===== config.mk =====
export PLATFORM = sky130hd
export DESIGN_NAME = cbse_exec
export DESIGN_NICKNAME = d
export VERILOG_FILES = /design/src/include/cbse_pkg.sv /design/src/include/cbse_mem_if.sv /design/src/hw/cbse_mem.sv /design/src/hw/cbse_shift.sv /design/src/hw/cbse_exec.sv
export SDC_FILE = /design/constraint.sdc
export NUM_CORES = 1
export LEC_CHECK = 0
export BUFFER_PORTS_ARGS = -buffer_cell sky130_fd_sc_hd__buf_2
export CORE_MARGIN = 2
export CORE_UTILIZATION = 55
export DETAILED_ROUTE_END_ITERATION = 10
export PLACE_DENSITY = 0.81
export SLEW_MARGIN = 40
export SYNTH_ARGS = -nofsm -noshare
export SYNTH_HDL_FRONTEND = slang
export SYNTH_SLANG_ARGS = --single-unit
export TNS_END_PERCENT = 50

===== constraint.sdc =====
create_clock -name clk_in -period 4.9 [get_ports clk_in]
set_clock_uncertainty 0.05 [all_clocks]
set_input_delay 0.735 -clock clk_in [delete_from_list [all_inputs] [get_ports clk_in]]
set_output_delay 0.735 -clock clk_in [all_outputs]
set_load 0.01 [all_outputs]

===== src/include/cbse_pkg.sv =====
// Constants and types shared by the branch, I/O bit and shift executor.
`default_nettype none

package cbse_pkg;

  // ----------------------------------------------------------------
  // Widths
  // ----------------------------------------------------------------
  localparam int unsigned DATA_W    = 8;
  localparam int unsigned PC_W      = 16;
  localparam int unsigned INSTR_W   = 16;
  localparam int unsigned ADR_W     = 9;
  localparam int unsigned MEM_AW    = 5;
  localparam int unsigned MEM_DEPTH = 32;
  localparam int unsigned CYC_W     = 2;

  // ----------------------------------------------------------------
  // Bus map
  // ----------------------------------------------------------------
  localparam logic [8:0] ADR_INSTR   = 9'h000;
  localparam logic [8:0] ADR_PC      = 9'h004;
  localparam logic [8:0] ADR_SREG    = 9'h008;
  localparam logic [8:0] ADR_STAT    = 9'h00c;
  localparam logic [1:0] REGION_CTL  = 2'h0;
  localparam logic [1:0] REGION_RF   = 2'h1;
  localparam logic [1:0] REGION_IO   = 2'h2;
  localparam int unsigned REGION_LSB = 7;
  localparam int unsigned INDEX_LSB  = 2;

  // ----------------------------------------------------------------
  // Status flag positions
  // ----------------------------------------------------------------
  localparam logic [2:0] FLG_C = 3'h0;
  localparam logic [2:0] FLG_Z = 3'h1;
  localparam logic [2:0] FLG_N = 3'h2;
  localparam logic [2:0] FLG_V = 3'h3;
  localparam logic [2:0] FLG_S = 3'h4;
  localparam logic [2:0] FLG_H = 3'h5;
  localparam logic [2:0] FLG_T = 3'h6;
  localparam logic [2:0] FLG_I = 3'h7;

  // ----------------------------------------------------------------
  // Status register fields
  // ----------------------------------------------------------------
  localparam int unsigned STAT_BUSY    = 0;
  localparam int unsigned STAT_BAD     = 1;
  localparam int unsigned STAT_CYC_LSB = 4;

  // ----------------------------------------------------------------
  // Reset values and cycle counts
  // ----------------------------------------------------------------
  localparam logic [15:0] PC_RST    = 16'h0000;
  localparam logic [15:0] INSTR_RST = 16'h0000;
  localparam logic [7:0]  SREG_RST  = 8'h00;
  localparam logic [1:0]  CYC_RST   = 2'h0;
  localparam logic [1:0]  CYC_ONE   = 2'h1;
  localparam logic [1:0]  CYC_TWO   = 2'h2;

  // ----------------------------------------------------------------
  // Instruction encodings and fields
  // ----------------------------------------------------------------
  localparam logic [15:0] MASK_BRANCH = 16'hf800;
  localparam logic [15:0] OPC_BRANCH  = 16'hf000;
  localparam logic [15:0] MASK_IO     = 16'hff00;
  localparam logic [15:0] OPC_IO_SET  = 16'h9a00;
  localparam logic [15:0] OPC_IO_CLR  = 16'h9800;
  localparam logic [15:0] MASK_TWO    = 16'hfc00;
  localparam logic [15:0] OPC_SHL     = 16'h0c00;
  localparam logic [15:0] OPC_ROL     = 16'h1c00;
  localparam logic [15:0] MASK_ONE    = 16'hfe0f;
  localparam logic [15:0] OPC_SHR     = 16'h9406;
  localparam logic [15:0] OPC_ROR     = 16'h9407;
  localparam int unsigned BR_POL_BIT  = 10;
  localparam int unsigned BR_OFS_MSB  = 9;
  localparam int unsigned BR_OFS_LSB  = 3;
  localparam int unsigned RD_MSB      = 8;
  localparam int unsigned RD_LSB      = 4;
  localparam int unsigned IOA_MSB     = 7;
  localparam int unsigned IOA_LSB     = 3;
  localparam int unsigned BIT_MSB     = 2;

  // ----------------------------------------------------------------
  // Types
  // ----------------------------------------------------------------
  typedef enum logic [1:0] {
    ST_IDLE   = 2'b00,
    ST_EXEC   = 2'b01,
    ST_SECOND = 2'b10
  } cbse_state_type;

  typedef enum logic [2:0] {
    OP_BAD                  = 3'b000,
    OP_BRANCH               = 3'b001,
    OP_IO_BIT_SET           = 3'b010,
    OP_IO_BIT_CLEAR         = 3'b011,
    OP_SHIFT_LEFT_LOGICAL   = 3'b100,
    OP_SHIFT_RIGHT_LOGICAL  = 3'b101,
    OP_ROTATE_LEFT_CARRY    = 3'b110,
    OP_ROTATE_RIGHT_CARRY   = 3'b111
  } cbse_op_type;

endpackage : cbse_pkg

`default_nettype wire


===== src/include/cbse_mem_if.sv =====
// Port bundle between the executor and one of its small memories.
`default_nettype none

interface cbse_mem_if;
  logic [4:0] addr;
  logic       we;
  logic [7:0] wdata;
  logic [7:0] rdata;

  modport host (output addr, output we, output wdata, input rdata);
  modport mem  (input addr, input we, input wdata, output rdata);
endinterface : cbse_mem_if

`default_nettype wire


===== src/hw/cbse_mem.sv =====
// Small byte memory with registered read data.
`default_nettype none

module cbse_mem (
  input  wire logic clk_in,
  cbse_mem_if.mem   port
);

  logic [cbse_pkg::DATA_W-1:0] store [cbse_pkg::MEM_DEPTH];
  logic [cbse_pkg::DATA_W-1:0] rdata_reg;

  // ----------------------------------------------------------------
  // Storage and read register
  // ----------------------------------------------------------------
  always_ff @(posedge clk_in) begin
    if (port.we) begin
      store[port.addr] <= port.wdata;
    end
  end

  always_ff @(posedge clk_in) begin
    rdata_reg <= store[port.addr];
  end

  assign port.rdata = rdata_reg;

endmodule : cbse_mem

`default_nettype wire


===== src/hw/cbse_shift.sv =====
// One-bit shift and rotate unit with its flag update.
`default_nettype none

module cbse_shift (
  input  wire logic                  [2:0] op_in,
  input  wire logic                  [7:0] value_in,
  input  wire logic                  [7:0] sreg_in,
  output logic                       [7:0] result_out,
  output logic                       [7:0] sreg_out
);

  logic carry;
  logic neg;

  always_comb begin
    result_out = value_in;
    carry      = sreg_in[cbse_pkg::FLG_C];
    case (op_in)
      cbse_pkg::OP_SHIFT_LEFT_LOGICAL: begin
        result_out = {value_in[6:0], 1'b0};
        carry      = value_in[7];
      end
      cbse_pkg::OP_SHIFT_RIGHT_LOGICAL: begin
        result_out = {1'b0, value_in[7:1]};
        carry      = value_in[0];
      end
      cbse_pkg::OP_ROTATE_LEFT_CARRY: begin
        result_out = {value_in[6:0], sreg_in[cbse_pkg::FLG_C]};
        carry      = value_in[7];
      end
      cbse_pkg::OP_ROTATE_RIGHT_CARRY: begin
        result_out = {sreg_in[cbse_pkg::FLG_C], value_in[7:1]};
        carry      = value_in[0];
      end
      default: begin
        result_out = value_in;
      end
    endcase
    neg                         = result_out[7];
    sreg_out                    = sreg_in;
    sreg_out[cbse_pkg::FLG_Z]   = (result_out == 8'h00);
    sreg_out[cbse_pkg::FLG_C]   = carry;
    sreg_out[cbse_pkg::FLG_N]   = neg;
    sreg_out[cbse_pkg::FLG_V]   = neg ^ carry;
  end

endmodule : cbse_shift

`default_nettype wire


===== src/hw/cbse_exec.sv =====
// Executor for flag branches, I/O bit set and clear, and one-bit shifts.
`default_nettype none

// Operation
// - Branch on negative jumps to pc plus offset plus one when the negative flag is one.
// - Branch on positive jumps to pc plus offset plus one when the negative flag is zero.
// - Signed greater-or-equal branch is taken when negative xor overflow is zero.
// - Signed less-than branch is taken when negative xor overflow is one.
// - Half-carry branches are taken on half-carry one or zero respectively.
// - Transfer-bit branches are taken on transfer flag one or zero respectively.
// - Overflow branches are taken on overflow flag one or zero respectively.
// - Interrupt-state branches are taken on global interrupt flag one or zero.
// - I/O bit set forces one bit of an I/O register to one in two cycles, flags unchanged.
// - I/O bit clear forces one bit of an I/O register to zero in two cycles, flags unchanged.
// - Logical left shift inserts zero at bit zero and updates zero, carry, negative, overflow.
// - Logical right shift inserts zero at bit seven and updates the same four flags.
// - Rotate left moves old carry into bit zero and old bit seven into carry.
// - Rotate right moves old carry into bit seven and old bit zero into carry.
module cbse_exec (
  input  wire logic        clk_in,
  input  wire logic        nrst_in,
  input  wire logic        wb_cyc_in,
  input  wire logic        wb_stb_in,
  input  wire logic        wb_we_in,
  input  wire logic [8:0]  wb_adr_in,
  input  wire logic [31:0] wb_dat_in,
  input  wire logic [3:0]  wb_sel_in,
  output logic      [31:0] wb_dat_out,
  output logic             wb_ack_out,
  output logic      [15:0] pc_out,
  output logic      [7:0]  sreg_out,
  output logic             busy_out
);

  // ----------------------------------------------------------------
  // Declarations
  // ----------------------------------------------------------------
  logic [1:0]              rst_sync_reg;
  logic                    rst_n;
  cbse_pkg::cbse_state_type state_reg;
  cbse_pkg::cbse_state_type state_next;
  cbse_pkg::cbse_op_type   op;
  logic [15:0]             instr_reg;
  logic [15:0]             pc_reg;
  logic [7:0]              sreg_reg;
  logic [1:0]              last_cyc_reg;
  logic                    bad_reg;
  logic                    ack_reg;
  logic [31:0]             dat_reg;
  logic [31:0]             dat_next;
  logic                    pend_reg;
  logic                    req;
  logic                    idle;
  logic [1:0]              region;
  logic                    bus_rf;
  logic                    bus_io;
  logic                    ctl_hit;
  logic                    mem_go;
  logic                    mem_done;
  logic                    bad_hit;
  logic                    ctl_wr;
  logic                    flag_bit;
  logic                    taken;
  logic [15:0]             target;
  logic [15:0]             pc_inc;
  logic [7:0]              bit_mask;
  logic [7:0]              shift_res;
  logic [7:0]              shift_sreg;
  logic [15:0]             instr_wr;
  logic [15:0]             pc_wr;

  cbse_mem_if rf_bus ();
  cbse_mem_if io_bus ();

  // ----------------------------------------------------------------
  // Reset release
  // ----------------------------------------------------------------
  always_ff @(posedge clk_in or negedge nrst_in) begin
    if (!nrst_in) begin
      rst_sync_reg <= 2'h0;
    end else begin
      rst_sync_reg <= {rst_sync_reg[0], 1'b1};
    end
  end

  assign rst_n = rst_sync_reg[1];

  // ----------------------------------------------------------------
  // Instruction decode
  // ----------------------------------------------------------------
  function automatic cbse_pkg::cbse_op_type decode(input logic [15:0] ins);
    cbse_pkg::cbse_op_type kind;
    logic                  same;
    logic [2:0]            sel;
    same = ({ins[9], ins[3:0]} == ins[8:4]);
    sel  = ins[2:0];
    kind = cbse_pkg::OP_BAD;
    if ((ins & cbse_pkg::MASK_BRANCH) == cbse_pkg::OPC_BRANCH) begin
      if ((sel != cbse_pkg::FLG_C) && (sel != cbse_pkg::FLG_Z)) begin
        kind = cbse_pkg::OP_BRANCH;
      end
    end else if ((ins & cbse_pkg::MASK_IO) == cbse_pkg::OPC_IO_SET) begin
      kind = cbse_pkg::OP_IO_BIT_SET;
    end else if ((ins & cbse_pkg::MASK_IO) == cbse_pkg::OPC_IO_CLR) begin
      kind = cbse_pkg::OP_IO_BIT_CLEAR;
    end else if (((ins & cbse_pkg::MASK_TWO) == cbse_pkg::OPC_SHL) && same) begin
      kind = cbse_pkg::OP_SHIFT_LEFT_LOGICAL;
    end else if (((ins & cbse_pkg::MASK_TWO) == cbse_pkg::OPC_ROL) && same) begin
      kind = cbse_pkg::OP_ROTATE_LEFT_CARRY;
    end else if ((ins & cbse_pkg::MASK_ONE) == cbse_pkg::OPC_SHR) begin
      kind = cbse_pkg::OP_SHIFT_RIGHT_LOGICAL;
    end else if ((ins & cbse_pkg::MASK_ONE) == cbse_pkg::OPC_ROR) begin
      kind = cbse_pkg::OP_ROTATE_RIGHT_CARRY;
    end
    return kind;
  endfunction : decode

  assign op = decode(instr_reg);

  // ----------------------------------------------------------------
  // Branch condition and target
  // ----------------------------------------------------------------
  always_comb begin
    flag_bit = sreg_reg[instr_reg[2:0]];
    if (instr_reg[2:0] == cbse_pkg::FLG_S) begin
      flag_bit = sreg_reg[cbse_pkg::FLG_N] ^ sreg_reg[cbse_pkg::FLG_V];
    end
  end

  // The polarity bit selects the taken-on-one or taken-on-zero form.
  assign taken  = flag_bit ^ instr_reg[cbse_pkg::BR_POL_BIT];
  assign pc_inc = pc_reg + 16'h0001;
  assign target = pc_inc + {{9{instr_reg[cbse_pkg::BR_OFS_MSB]}},
                            instr_reg[cbse_pkg::BR_OFS_MSB:cbse_pkg::BR_OFS_LSB]};
  assign bit_mask = 8'h01 << instr_reg[cbse_pkg::BIT_MSB:0];

  // ----------------------------------------------------------------
  // Shift unit
  // ----------------------------------------------------------------
  cbse_shift shift_unit (
    .op_in      (op),
    .value_in   (rf_bus.rdata),
    .sreg_in    (sreg_reg),
    .result_out (shift_res),
    .sreg_out   (shift_sreg)
  );

  // ----------------------------------------------------------------
  // Bus decode
  // ----------------------------------------------------------------
  assign req      = wb_cyc_in & wb_stb_in & ~ack_reg;
  assign idle     = (state_reg == cbse_pkg::ST_IDLE);
  assign region   = wb_adr_in[8:cbse_pkg::REGION_LSB];
  assign bus_rf   = req & idle & (region == cbse_pkg::REGION_RF);
  assign bus_io   = req & idle & (region == cbse_pkg::REGION_IO);
  assign ctl_hit  = req & idle & (region == cbse_pkg::REGION_CTL);
  assign bad_hit  = req & idle & (region == 2'h3);
  assign mem_go   = (bus_rf | bus_io) & ~pend_reg;
  assign mem_done = (bus_rf | bus_io) & pend_reg;
  assign ctl_wr   = ctl_hit & wb_we_in;

  // Byte lanes merge so that a partial write keeps the untouched byte.
  assign instr_wr = {wb_sel_in[1] ? wb_dat_in[15:8] : instr_reg[15:8],
                     wb_sel_in[0] ? wb_dat_in[7:0]  : instr_reg[7:0]};
  assign pc_wr    = {wb_sel_in[1] ? wb_dat_in[15:8] : pc_reg[15:8],
                     wb_sel_in[0] ? wb_dat_in[7:0]  : pc_reg[7:0]};

  // ----------------------------------------------------------------
  // Memory ports
  // ----------------------------------------------------------------
  always_comb begin
    rf_bus.we    = (mem_go & bus_rf & wb_we_in & wb_sel_in[0]);
    rf_bus.wdata = wb_dat_in[7:0];
    if (bus_rf) begin
      rf_bus.addr = wb_adr_in[6:cbse_pkg::INDEX_LSB];
    end else if (idle) begin
      rf_bus.addr = instr_wr[cbse_pkg::RD_MSB:cbse_pkg::RD_LSB];
    end else begin
      rf_bus.addr = instr_reg[cbse_pkg::RD_MSB:cbse_pkg::RD_LSB];
    end
    if ((state_reg == cbse_pkg::ST_EXEC) && op[2]) begin
      rf_bus.we    = 1'b1;
      rf_bus.wdata = shift_res;
    end
  end

  always_comb begin
    io_bus.we    = (mem_go & bus_io & wb_we_in & wb_sel_in[0]);
    io_bus.wdata = wb_dat_in[7:0];
    if (bus_io) begin
      io_bus.addr = wb_adr_in[6:cbse_pkg::INDEX_LSB];
    end else if (idle) begin
      io_bus.addr = instr_wr[cbse_pkg::IOA_MSB:cbse_pkg::IOA_LSB];
    end else begin
      io_bus.addr = instr_reg[cbse_pkg::IOA_MSB:cbse_pkg::IOA_LSB];
    end
    if (state_reg == cbse_pkg::ST_SECOND) begin
      if (op == cbse_pkg::OP_IO_BIT_SET) begin
        io_bus.we    = 1'b1;
        io_bus.wdata = io_bus.rdata | bit_mask;
      end else if (op == cbse_pkg::OP_IO_BIT_CLEAR) begin
        io_bus.we    = 1'b1;
        io_bus.wdata = io_bus.rdata & ~bit_mask;
      end
    end
  end

  cbse_mem reg_file (
    .clk_in (clk_in),
    .port   (rf_bus.mem)
  );

  cbse_mem io_space (
    .clk_in (clk_in),
    .port   (io_bus.mem)
  );

  // ----------------------------------------------------------------
  // Sequencer
  // ----------------------------------------------------------------
  always_comb begin
    state_next = state_reg;
    case (state_reg)
      cbse_pkg::ST_IDLE: begin
        if (ctl_wr && (wb_adr_in == cbse_pkg::ADR_INSTR)) begin
          state_next = cbse_pkg::ST_EXEC;
        end
      end
      cbse_pkg::ST_EXEC: begin
        state_next = cbse_pkg::ST_IDLE;
        if ((op == cbse_pkg::OP_BRANCH) && taken) begin
          state_next = cbse_pkg::ST_SECOND;
        end
        if ((op == cbse_pkg::OP_IO_BIT_SET) || (op == cbse_pkg::OP_IO_BIT_CLEAR)) begin
          state_next = cbse_pkg::ST_SECOND;
        end
      end
      cbse_pkg::ST_SECOND: begin
        state_next = cbse_pkg::ST_IDLE;
      end
      default: begin
        state_next = cbse_pkg::ST_IDLE;
      end
    endcase
  end

  always_ff @(posedge clk_in or negedge rst_n) begin
    if (!rst_n) begin
      state_reg <= cbse_pkg::ST_IDLE;
    end else begin
      state_reg <= state_next;
    end
  end

  always_ff @(posedge clk_in or negedge rst_n) begin
    if (!rst_n) begin
      instr_reg <= cbse_pkg::INSTR_RST;
    end else if (ctl_wr && (wb_adr_in == cbse_pkg::ADR_INSTR)) begin
      instr_reg <= instr_wr;
    end
  end

  // ----------------------------------------------------------------
  // Program counter
  // ----------------------------------------------------------------
  always_ff @(posedge clk_in or negedge rst_n) begin
    if (!rst_n) begin
      pc_reg <= cbse_pkg::PC_RST;
    end else if (ctl_wr && (wb_adr_in == cbse_pkg::ADR_PC)) begin
      pc_reg <= pc_wr;
    end else if (state_reg == cbse_pkg::ST_EXEC) begin
      if (state_next == cbse_pkg::ST_IDLE) begin
        pc_reg <= pc_inc;
      end
    end else if (state_reg == cbse_pkg::ST_SECOND) begin
      if (op == cbse_pkg::OP_BRANCH) begin
        pc_reg <= target;
      end else begin
        pc_reg <= pc_inc;
      end
    end
  end

  // ----------------------------------------------------------------
  // Status flags
  // ----------------------------------------------------------------
  always_ff @(posedge clk_in or negedge rst_n) begin
    if (!rst_n) begin
      sreg_reg <= cbse_pkg::SREG_RST;
    end else if (ctl_wr && (wb_adr_in == cbse_pkg::ADR_SREG) && wb_sel_in[0]) begin
      sreg_reg <= wb_dat_in[7:0];
    end else if ((state_reg == cbse_pkg::ST_EXEC) && op[2]) begin
      sreg_reg <= shift_sreg;
    end
  end

  // ----------------------------------------------------------------
  // Execution status
  // ----------------------------------------------------------------
  always_ff @(posedge clk_in or negedge rst_n) begin
    if (!rst_n) begin
      last_cyc_reg <= cbse_pkg::CYC_RST;
    end else if ((state_reg == cbse_pkg::ST_EXEC) && (state_next == cbse_pkg::ST_IDLE)) begin
      last_cyc_reg <= cbse_pkg::CYC_ONE;
    end else if (state_reg == cbse_pkg::ST_SECOND) begin
      last_cyc_reg <= cbse_pkg::CYC_TWO;
    end
  end

  // An undecodable word sets the sticky flag; the set wins over a clear.
  always_ff @(posedge clk_in or negedge rst_n) begin
    if (!rst_n) begin
      bad_reg <= 1'b0;
    end else if ((state_reg == cbse_pkg::ST_EXEC) && (op == cbse_pkg::OP_BAD)) begin
      bad_reg <= 1'b1;
    end else if (ctl_wr && (wb_adr_in == cbse_pkg::ADR_STAT) && wb_sel_in[0]
                 && wb_dat_in[cbse_pkg::STAT_BAD]) begin
      bad_reg <= 1'b0;
    end
  end

  // ----------------------------------------------------------------
  // Bus answer
  // ----------------------------------------------------------------
  always_comb begin
    dat_next = 32'h00000000;
    if (mem_done) begin
      dat_next[7:0] = bus_rf ? rf_bus.rdata : io_bus.rdata;
    end else if (ctl_hit) begin
      case (wb_adr_in)
        cbse_pkg::ADR_INSTR: begin
          dat_next[15:0] = instr_reg;
        end
        cbse_pkg::ADR_PC: begin
          dat_next[15:0] = pc_reg;
        end
        cbse_pkg::ADR_SREG: begin
          dat_next[7:0] = sreg_reg;
        end
        cbse_pkg::ADR_STAT: begin
          dat_next[cbse_pkg::STAT_BUSY] = ~idle;
          dat_next[cbse_pkg::STAT_BAD]  = bad_reg;
          dat_next[cbse_pkg::STAT_CYC_LSB +: cbse_pkg::CYC_W] = last_cyc_reg;
        end
        default: begin
          dat_next = 32'h00000000;
        end
      endcase
    end
  end

  always_ff @(posedge clk_in or negedge rst_n) begin
    if (!rst_n) begin
      pend_reg <= 1'b0;
    end else begin
      pend_reg <= mem_go;
    end
  end

  always_ff @(posedge clk_in or negedge rst_n) begin
    if (!rst_n) begin
      ack_reg <= 1'b0;
      dat_reg <= 32'h00000000;
    end else begin
      ack_reg <= ctl_hit | mem_done | bad_hit;
      if (ctl_hit | mem_done | bad_hit) begin
        dat_reg <= dat_next;
      end
    end
  end

  // ----------------------------------------------------------------
  // Outputs
  // ----------------------------------------------------------------
  assign wb_ack_out = ack_reg;
  assign wb_dat_out = dat_reg;
  assign pc_out     = pc_reg;
  assign sreg_out   = sreg_reg;
  assign busy_out   = ~idle;

endmodule : cbse_exec

`default_nettype wire


==> summary.md, run 1 <==
| Metric | Value |
|---|---|
| Run status | completed |
| Max Clock Freq | 242 MHz |
| Area growth syn-to-layout | 13.7% |
| Required time of the worst setup path | 5.06 ns |
| Starting Density | 0.557 |
| Drt total wl | 65000 um |
| CP Launch Type | register |
| Synth Flop Type | edfxtp_1 |
| Maximum VDD drop | 0.264 mV |
| Root Buffer | clkbuf_16 |
| Met3 Usage GRT | 0.0559 |
| 1st-iter DRT viols | 2274 |
| Largest net degree at the start of global routing | 64 |
| Die H | 218 um |
| TritonCTS clock tree | yes |
| RSZ-0062 raised after global routing | no |
| Worst-path maximum fanout | 15 |
| Top Ports | 108 |
| Buf/Inv on CP | 1 |
| WL per Instance | 27.8 um |
| Met2 Track Usage GR | 0.451 |
| Die area | 47600 um2 |
| Placeable Area | 45400 um2 |
| Rel. slew slack | 0.421 |
| Worst path cell trace | nand4bb_1 > or4b_1 > buf_4 > a21oi_4 > nor2b_1 > nand2_1 > nor2_1 |
| Slowest-stage cell, CP | nor2_1 |
| Footprint of the multi-input gates | 7680 um2 |
| Worst Setup Path Type | register to register |
| Max incr delay on CP | 0.75 ns |
| Fin. Hold Viols | 0 |
| Layout cells sized above 1 | 0.247 |
| CTS Buf Count | 54 |
| Post-Syn Instances | 1543 |
| Routed vias | 15600 |
| Clk sinks | 593 |
| Grt peak-use layer | met2 |
| Register area share after synthesis | 0.686 |
| Finished Layout Cells | 2337 |
| Clock Path Buffers | 3 |
| Number of synthesized flops with an enable pin | 512 |
| Dpl cells | 2232 |
| Worst path arrival time | 4.29 ns |
| Final setup fails | 0 |
| First-pass GRT wire length | 97100 um |
| Total negative slack | 0 ns |
| Psw | 2.31 mW |
| Vias in the first global route | 15600 |
| Slew Viols, Final | 0 |
| Htree depth | 2 |
| Clock transition at the registers of the reported paths | 0.07 ns |
| Worst hold path type | register to asynchronous set/reset pin |
| Fill cell count | 3012 |
| FP Rows | 78 |
| Synthesis-stage register bit count | 593 |
| # nets final | 1760 |
| Period utilisation layout | 0.844 |
| P_leak | 9.91 nW |
| Number of port buffers | 73 |
| All-layer global routing usage | 0.275 |
| Synth Warn # | 0 |
| GRT overflow | 0 |
| Antenna-violating nets left | 0 |
| Die Wd | 218 um |
| DRC | 0 |
| Clock Power Share | 0.413 |
| Power per cell area | 369 nW/um2 |
| Minimum clock period | 4.14 ns |
| Synth top area share | 0.609 |
| Synth top area cells | edfxtp_1 (61%), mux4_2 (12%), dfrtp_1 (6.4%), a22oi_1 (2.3%), nor2_1 (2.0%) |
| Sequential Power Share | 0.525 |
| Final hold slack | 0.272 ns |
| Worst setup EP type | register |
| Met1 Use GR | 0.363 |
| Worst skew pair latency | 0.60 ns |
| Gp weighted congestion | 0.949 |
| Comb pwr share | 0.062 |
| Pre-Repair DR Iteration Count | 7 |
| Biggest regs | io_space.store (256), reg_file.store (256) |
| Synth area leader | edfxtp_1 |
| Post-Syn Area | 25300 um2 |
| Register Area | 17300 um2 |
| Cell family with most CP delay | simple AND/OR/NAND/NOR gates |
| Via density | 6.70 |
| Int Power | 8.28 mW |
| Async S/R FF share, synth | 0.110 |
| PnR worst setup slack | 0.765 ns |
| Cell Area, Placed | 26800 um2 |
| MaxCap Viol Count | 0 |
| Measured slew at the worst slew-check pin | 0.865 ns |
| Count of different cell masters after synthesis | 67 |
| Initial antenna violation count | 5 |
| Switching share of power | 0.218 |
| Dpl ws | 0.652 ns |
| Mean Syn Cell Area | 16.4 um2 |
| Dpl hpwl | 41000 um |
| Fin area | 28700 um2 |
[path summary, 6_finish.rpt]
path	cells past startpoint	startpoint	end	slack (ns)
setup / recovery	7	state_reg[1]	reg_file.store[22][6]	0.76
hold / removal	1	rst_sync_reg[1]	pc_out[14]	0.27
setup reg to reg	7	state_reg[1]	reg_file.store[22][6]	0.76
hold reg to reg	1	rst_sync_reg[1]	pc_out[14]	0.27
max in group asynchronous	1	rst_sync_reg[1]	instr_reg[6]	4.07
min in group clk_in	0	rst_sync_reg[0]	rst_sync_reg[1]	0.30
[area by class of cell]
| class | count | share of cell area |
|---|---|---|
| well taps | 600 | 0.0261 |
| clock inverters | 28 | 0.0126 |
| diodes | 3 | 0.000261 |
| repair buffers | 155 | 0.0365 |
| inverters | 14 | 0.00183 |
| flip-flops and latches | 593 | 0.603 |
| clock buffers | 71 | 0.0519 |
| multi-input cells | 873 | 0.268 |
[stage by stage]
step           utilization  power (mW)
2_1_floorplan            -        6.06
6_report             0.633        10.6
3_5_place_dp         0.591        6.29
3_3_place_gp         0.590        6.27
5_1_grt              0.633        10.8
4_1_cts              0.632        10.6
[repair_timing]
| action | 4_1_cts | 5_1_grt |
|---|---|---|
| setup buffers | 0 | 0 |
| endpoints found under the hold margin | 2 | 0 |
| gates resized for setup | 0 | 0 |
| hold buffers | 1 | 0 |
[synthesized netlist by cell type, drive strengths merged (7+ instances only)]
cell type and count:
o21ai 55, nor3b 10, o31ai 9, mux4 130
ha 18, a21oi 26, nor3 14, o211ai 10
buf 44, mux2i 27, nand2 113, dfxtp 16
nand3b 9, nor2 136, nor4 7, o221ai 8
edfxtp 512, o21a 8, inv 14, nand2b 8
nand3 25, xnor2 17, dfrtp 65, xor2 13
clkbuf 34, a22oi 77, mux2 31, nand4 22
a21o 8
[power groups by stage]
stage                     Sequential [mW]  Clock, mW  Combinational, mW
after floorplan                      5.66          0              0.404
after global placement               5.67          0              0.604
after detailed placement             5.67          0              0.625
after CTS                            5.56       4.39              0.639
after global routing                 5.56       4.56              0.689
final                                5.56       4.38              0.652
[layer usage]
layer	wire length, um	up-vias
met5	27	-
met4	2780	4
met3	6790	221
met2	31500	1130
met1	23900	7843
li1	-	6451
[layout by cell type, fill, tap and decap left out, drive strengths merged, types with 13 or more instances in the layout]
cell,instances
nand4,22
clkbuf,71
mux2,31
nor3,14
nor2,136
buf,154
conb,17
edfxtp,512
ha,18
a22oi,77
nand3,25
clkinv,14
xor2,13
inv,15
o21ai,55
mux2i,27
a21oi,26
dfxtp,16
dfrtp,65
nand2,113
mux4,130
xnor2,17
[kinds of logic after synthesis]
| logic type | Yosys count | synth area share |
|---|---|---|
| xor+xnor | 30 | 0.0104 |
| flops | 593 | 0.686 |
| simple gates | 379 | 0.0703 |
| fa+ha+maj | 19 | 0.00971 |
| mux | 188 | 0.141 |
| other cells | 2 | 0.000297 |
| compound gates | 240 | 0.0652 |
| buf+inv | 92 | 0.0177 |
[worst reg2reg max path, stage by stage, from the launching register on]
cell	delay, ns
dfrtp_1	0.48
nand4bb_1	0.33
or4b_1	0.71
buf_4	0.26
a21oi_4	0.55
nor2b_1	0.28
nand2_1	0.33
nor2_1	0.76
Power figures use the tool's default switching activity.
==> inputs of run 2 (changes only) <==
--- a/config.mk
+++ b/config.mk
@@ -9,7 +9,7 @@
 export CORE_MARGIN = 2
 export CORE_UTILIZATION = 55
 export DETAILED_ROUTE_END_ITERATION = 10
-export PLACE_DENSITY = 0.81
+export PLACE_DENSITY = 0.84
 export SLEW_MARGIN = 40
 export SYNTH_ARGS = -nofsm -noshare
 export SYNTH_HDL_FRONTEND = slang
==> constraint.sdc (replaced) <==
create_clock -name clk_in -period 3.64 [get_ports clk_in]
set_clock_uncertainty 0.05 [all_clocks]
set_input_delay 0.546 -clock clk_in [delete_from_list [all_inputs] [get_ports clk_in]]
set_output_delay 0.546 -clock clk_in [all_outputs]
set_load 0.01 [all_outputs]
==> run 2 against run 1 <==
Net effect:
- critical endpoint is now io_space.store[11][2]
- design area up 2.6%
- first-iteration DRC count rose by 7.1%
- routed wire length is 3.7% higher
- clock-buffer cell count decreased by 6
- register-to-register slack lost 0.68 ns
- maximum frequency is 16% higher
- setup slack worse by 0.68 ns
- sequential share of layout area shrank 1.5 points
- largest cell class unchanged
- global-route usage rose by 1.1 points
- die area stayed put
- non-clock buffer count up 72
- combinational power rose by 43%
==> summary.md, run 2 (synthesis results as in run 1) <==
| Metric | Value |
|---|---|
| Most common cell after layout, fill and taps aside | edfxtp_1 |
| Grt peak-use layer | met2 |
| Die H | 218 um (unchanged) |
| Maximum VDD drop | 0.342 mV (+30%) |
| Met3 Usage GRT | 0.0667 (+0.0107) |
| Die area | 47600 um2 (unchanged) |
| Cell Area, Placed | 27400 um2 (+2.3%) |
| Hold Path Depth | 2 |
| Slew Viols, Final | 0 (unchanged) |
| Run status | completed |
| Total negative slack | 0 ns (unchanged) |
| Finished Layout Cells | 2410 (+3.1%) |
| CTS Buf Count | 55 (+1.9%) |
| Most frequent cells in the layout | edfxtp_1 (512), buf_4 (139), nor2_1 (134), mux4_2 (130), nand2_1 (113) |
| Final setup fails | 0 (unchanged) |
| Drt total wl | 67400 um (+3.7%) |
| # nets final | 1833 (+4.1%) |
| Met1 Use GR | 0.381 (+0.0184) |
| Dpl hpwl | 42400 um (+3.4%) |
| Worst setup EP type | register |
| FP Rows | 78 (unchanged) |
| Root Buffer | clkbuf_16 |
| Worst Setup Path Type | register to register |
| Initial antenna violation count | 4 (-1) |
| Clock transition at the registers of the reported paths | 0.07 ns (about the same) |
| Clk sinks | 593 (unchanged) |
| Routed vias | 16100 (+3.2%) |
| Starting Density | 0.557 (unchanged) |
| Total power | 14.6 mW (+37%) |
| Worst skew pair latency | 0.64 ns (+0.04 ns) |
| Fin area | 29500 um2 (+2.6%) |
| Met2 Track Usage GR | 0.462 (+0.0111) |
| Period utilisation layout | 0.976 (+0.132) |
| Fin. Hold Viols | 0 (unchanged) |
| Required time of the worst setup path | 3.93 ns (-1.13 ns) |
| Htree depth | 2 (unchanged) |
| Measured slew at the worst slew-check pin | 0.853 ns (-0.0117 ns) |
| Vias in the first global route | 15600 (+0.051%) |
| Worst-path maximum fanout | 50 (+35) |
| Power per cell area | 494 nW/um2 (+34%) |
| Biggest regs | io_space.store (256), reg_file.store (256) |
| Placeable Area | 45400 um2 (unchanged) |
| Pre-Repair DR Iteration Count | 6 (-1) |
| Via density | 6.70 (about the same) |
| Number of port buffers | 73 (unchanged) |
| All-layer global routing usage | 0.286 (+0.0112) |
| CP Launch Type | register |
| Worst hold path type | primary input to register |
| Max Clock Freq | 281 MHz (+16%) |
| Top Ports | 108 (unchanged) |
| Antenna-violating nets left | 0 (unchanged) |
| TritonCTS clock tree | yes |
| Gp weighted congestion | 0.992 (+4.5%) |
| RSZ-0062 raised after global routing | no |
| WL per Instance | 28.0 um (+0.59%) |
| Dpl ws | -0.00290 ns (-0.655 ns) |
| First-pass GRT wire length | 99900 um (+2.9%) |
| Dpl cells | 2302 (+3.1%) |
| Minimum clock period | 3.55 ns (-0.581 ns) |
| Layout cells sized above 1 | 0.283 (+0.0356) |
| Largest net degree at the start of global routing | 51 (-20%) |
| GRT overflow | 0 (unchanged) |
| Worst Reg-to-Reg Cells | 9 (+2) |
| PnR worst setup slack | 0.0859 ns (-0.679 ns) |
| MaxCap Viol Count | 0 (unchanged) |
| Worst path arrival time | 3.84 ns (-0.45 ns) |
| Clock Path Buffers | 3 (unchanged) |
| 1st-iter DRT viols | 2435 (+7.1%) |
| Die Wd | 218 um (unchanged) |
| Area growth syn-to-layout | 16.6% |
| Rel. slew slack | 0.429 (+0.00779) |
| P_leak | 10.4 nW (+4.7%) |
| DRC | 0 (unchanged) |
run 2: cell types whose count changed in the layout (fill, tap and decap cells not counted), moves of 3 or more:
cell / change
buf_12: +10
dfrtp_1: -3
clkinvlp_4: -4
dfrtp_2: +3
bufinv_16: +3
clkinv_1: +6
clkbuf_1: -5
clkinv_2: +4
buf_4: +65
run 2: layout make-up:
cell class / count / area [um2]
multi-input combinational: 873 / 7700
tap: 600 / 751
timing repair buffer: 227 / 1690
fill: 2863 / 15900
sequential: 593 / 17300
inverter: 14 / 52.6
clock inverter: 37 / 493
clock buffer: 65 / 1430
antenna: 1 / 2.50
run 2: metrics by stage:
stage | hold slack [ns] | util
final | 0.137 | 0.649
after global routing | 0.139 | 0.649
after CTS | 0.118 | 0.647
after detailed placement | 0.283 | 0.604
after global placement | 0.264 | 0.604
after floorplan | 0.200 | -
run 2: critical path, cell delays in order (launching register included):
cell and delay, ns:
dfrtp_1 0.45, nand4bb_2 0.43, or4b_1 0.69, nand2_1 0.17, o21a_2 0.19, buf_12 0.27, nand3_1 0.34, buf_4 0.29
nor2_1 0.11, buf_4 0.21
run 2: what timing repair did:
item	CTS	global route
cloned	0	0
setup endpoints to repair	1	251
hold endpoints to repair	2	0
hold buffers	1	0
pin swaps	0	1
setup buffers	0	3
resized for setup	1	14
run 2: routing by layer:
layer | wire length (um) | share of wire | vias to the layer above
met5 | 44 | 0.00065 | -
met4 | 3110 | 0.046 | 6
met3 | 8100 | 0.12 | 243
met2 | 32300 | 0.48 | 1295
met1 | 23800 | 0.35 | 8015
li1 | - | - | 6587
run 2: worst paths after layout:
check | slack (ns) | to | start
worst min-delay path | 0.14 | instr_reg[9] | wb_dat_in[9]
worst min register to register | 0.27 | instr_reg[6] | rst_sync_reg[1]
max in group asynchronous | 2.30 | pc_out[2] | rst_sync_reg[1]
worst max-delay path | 0.09 | io_space.store[11][2] | state_reg[1]
min in group asynchronous | 0.17 | rst_sync_reg[0] | nrst_in
worst max register to register | 0.09 | io_space.store[11][2] | state_reg[1]
run 2: power by group:
group | internal [mW] | switching, mW | total, mW
clock | 3.56 | 2.58 | 6.13
sequential | 7.43 | 0.0704 | 7.50
combinational | 0.368 | 0.562 | 0.930
total | 11.3 | 3.21 | 14.6
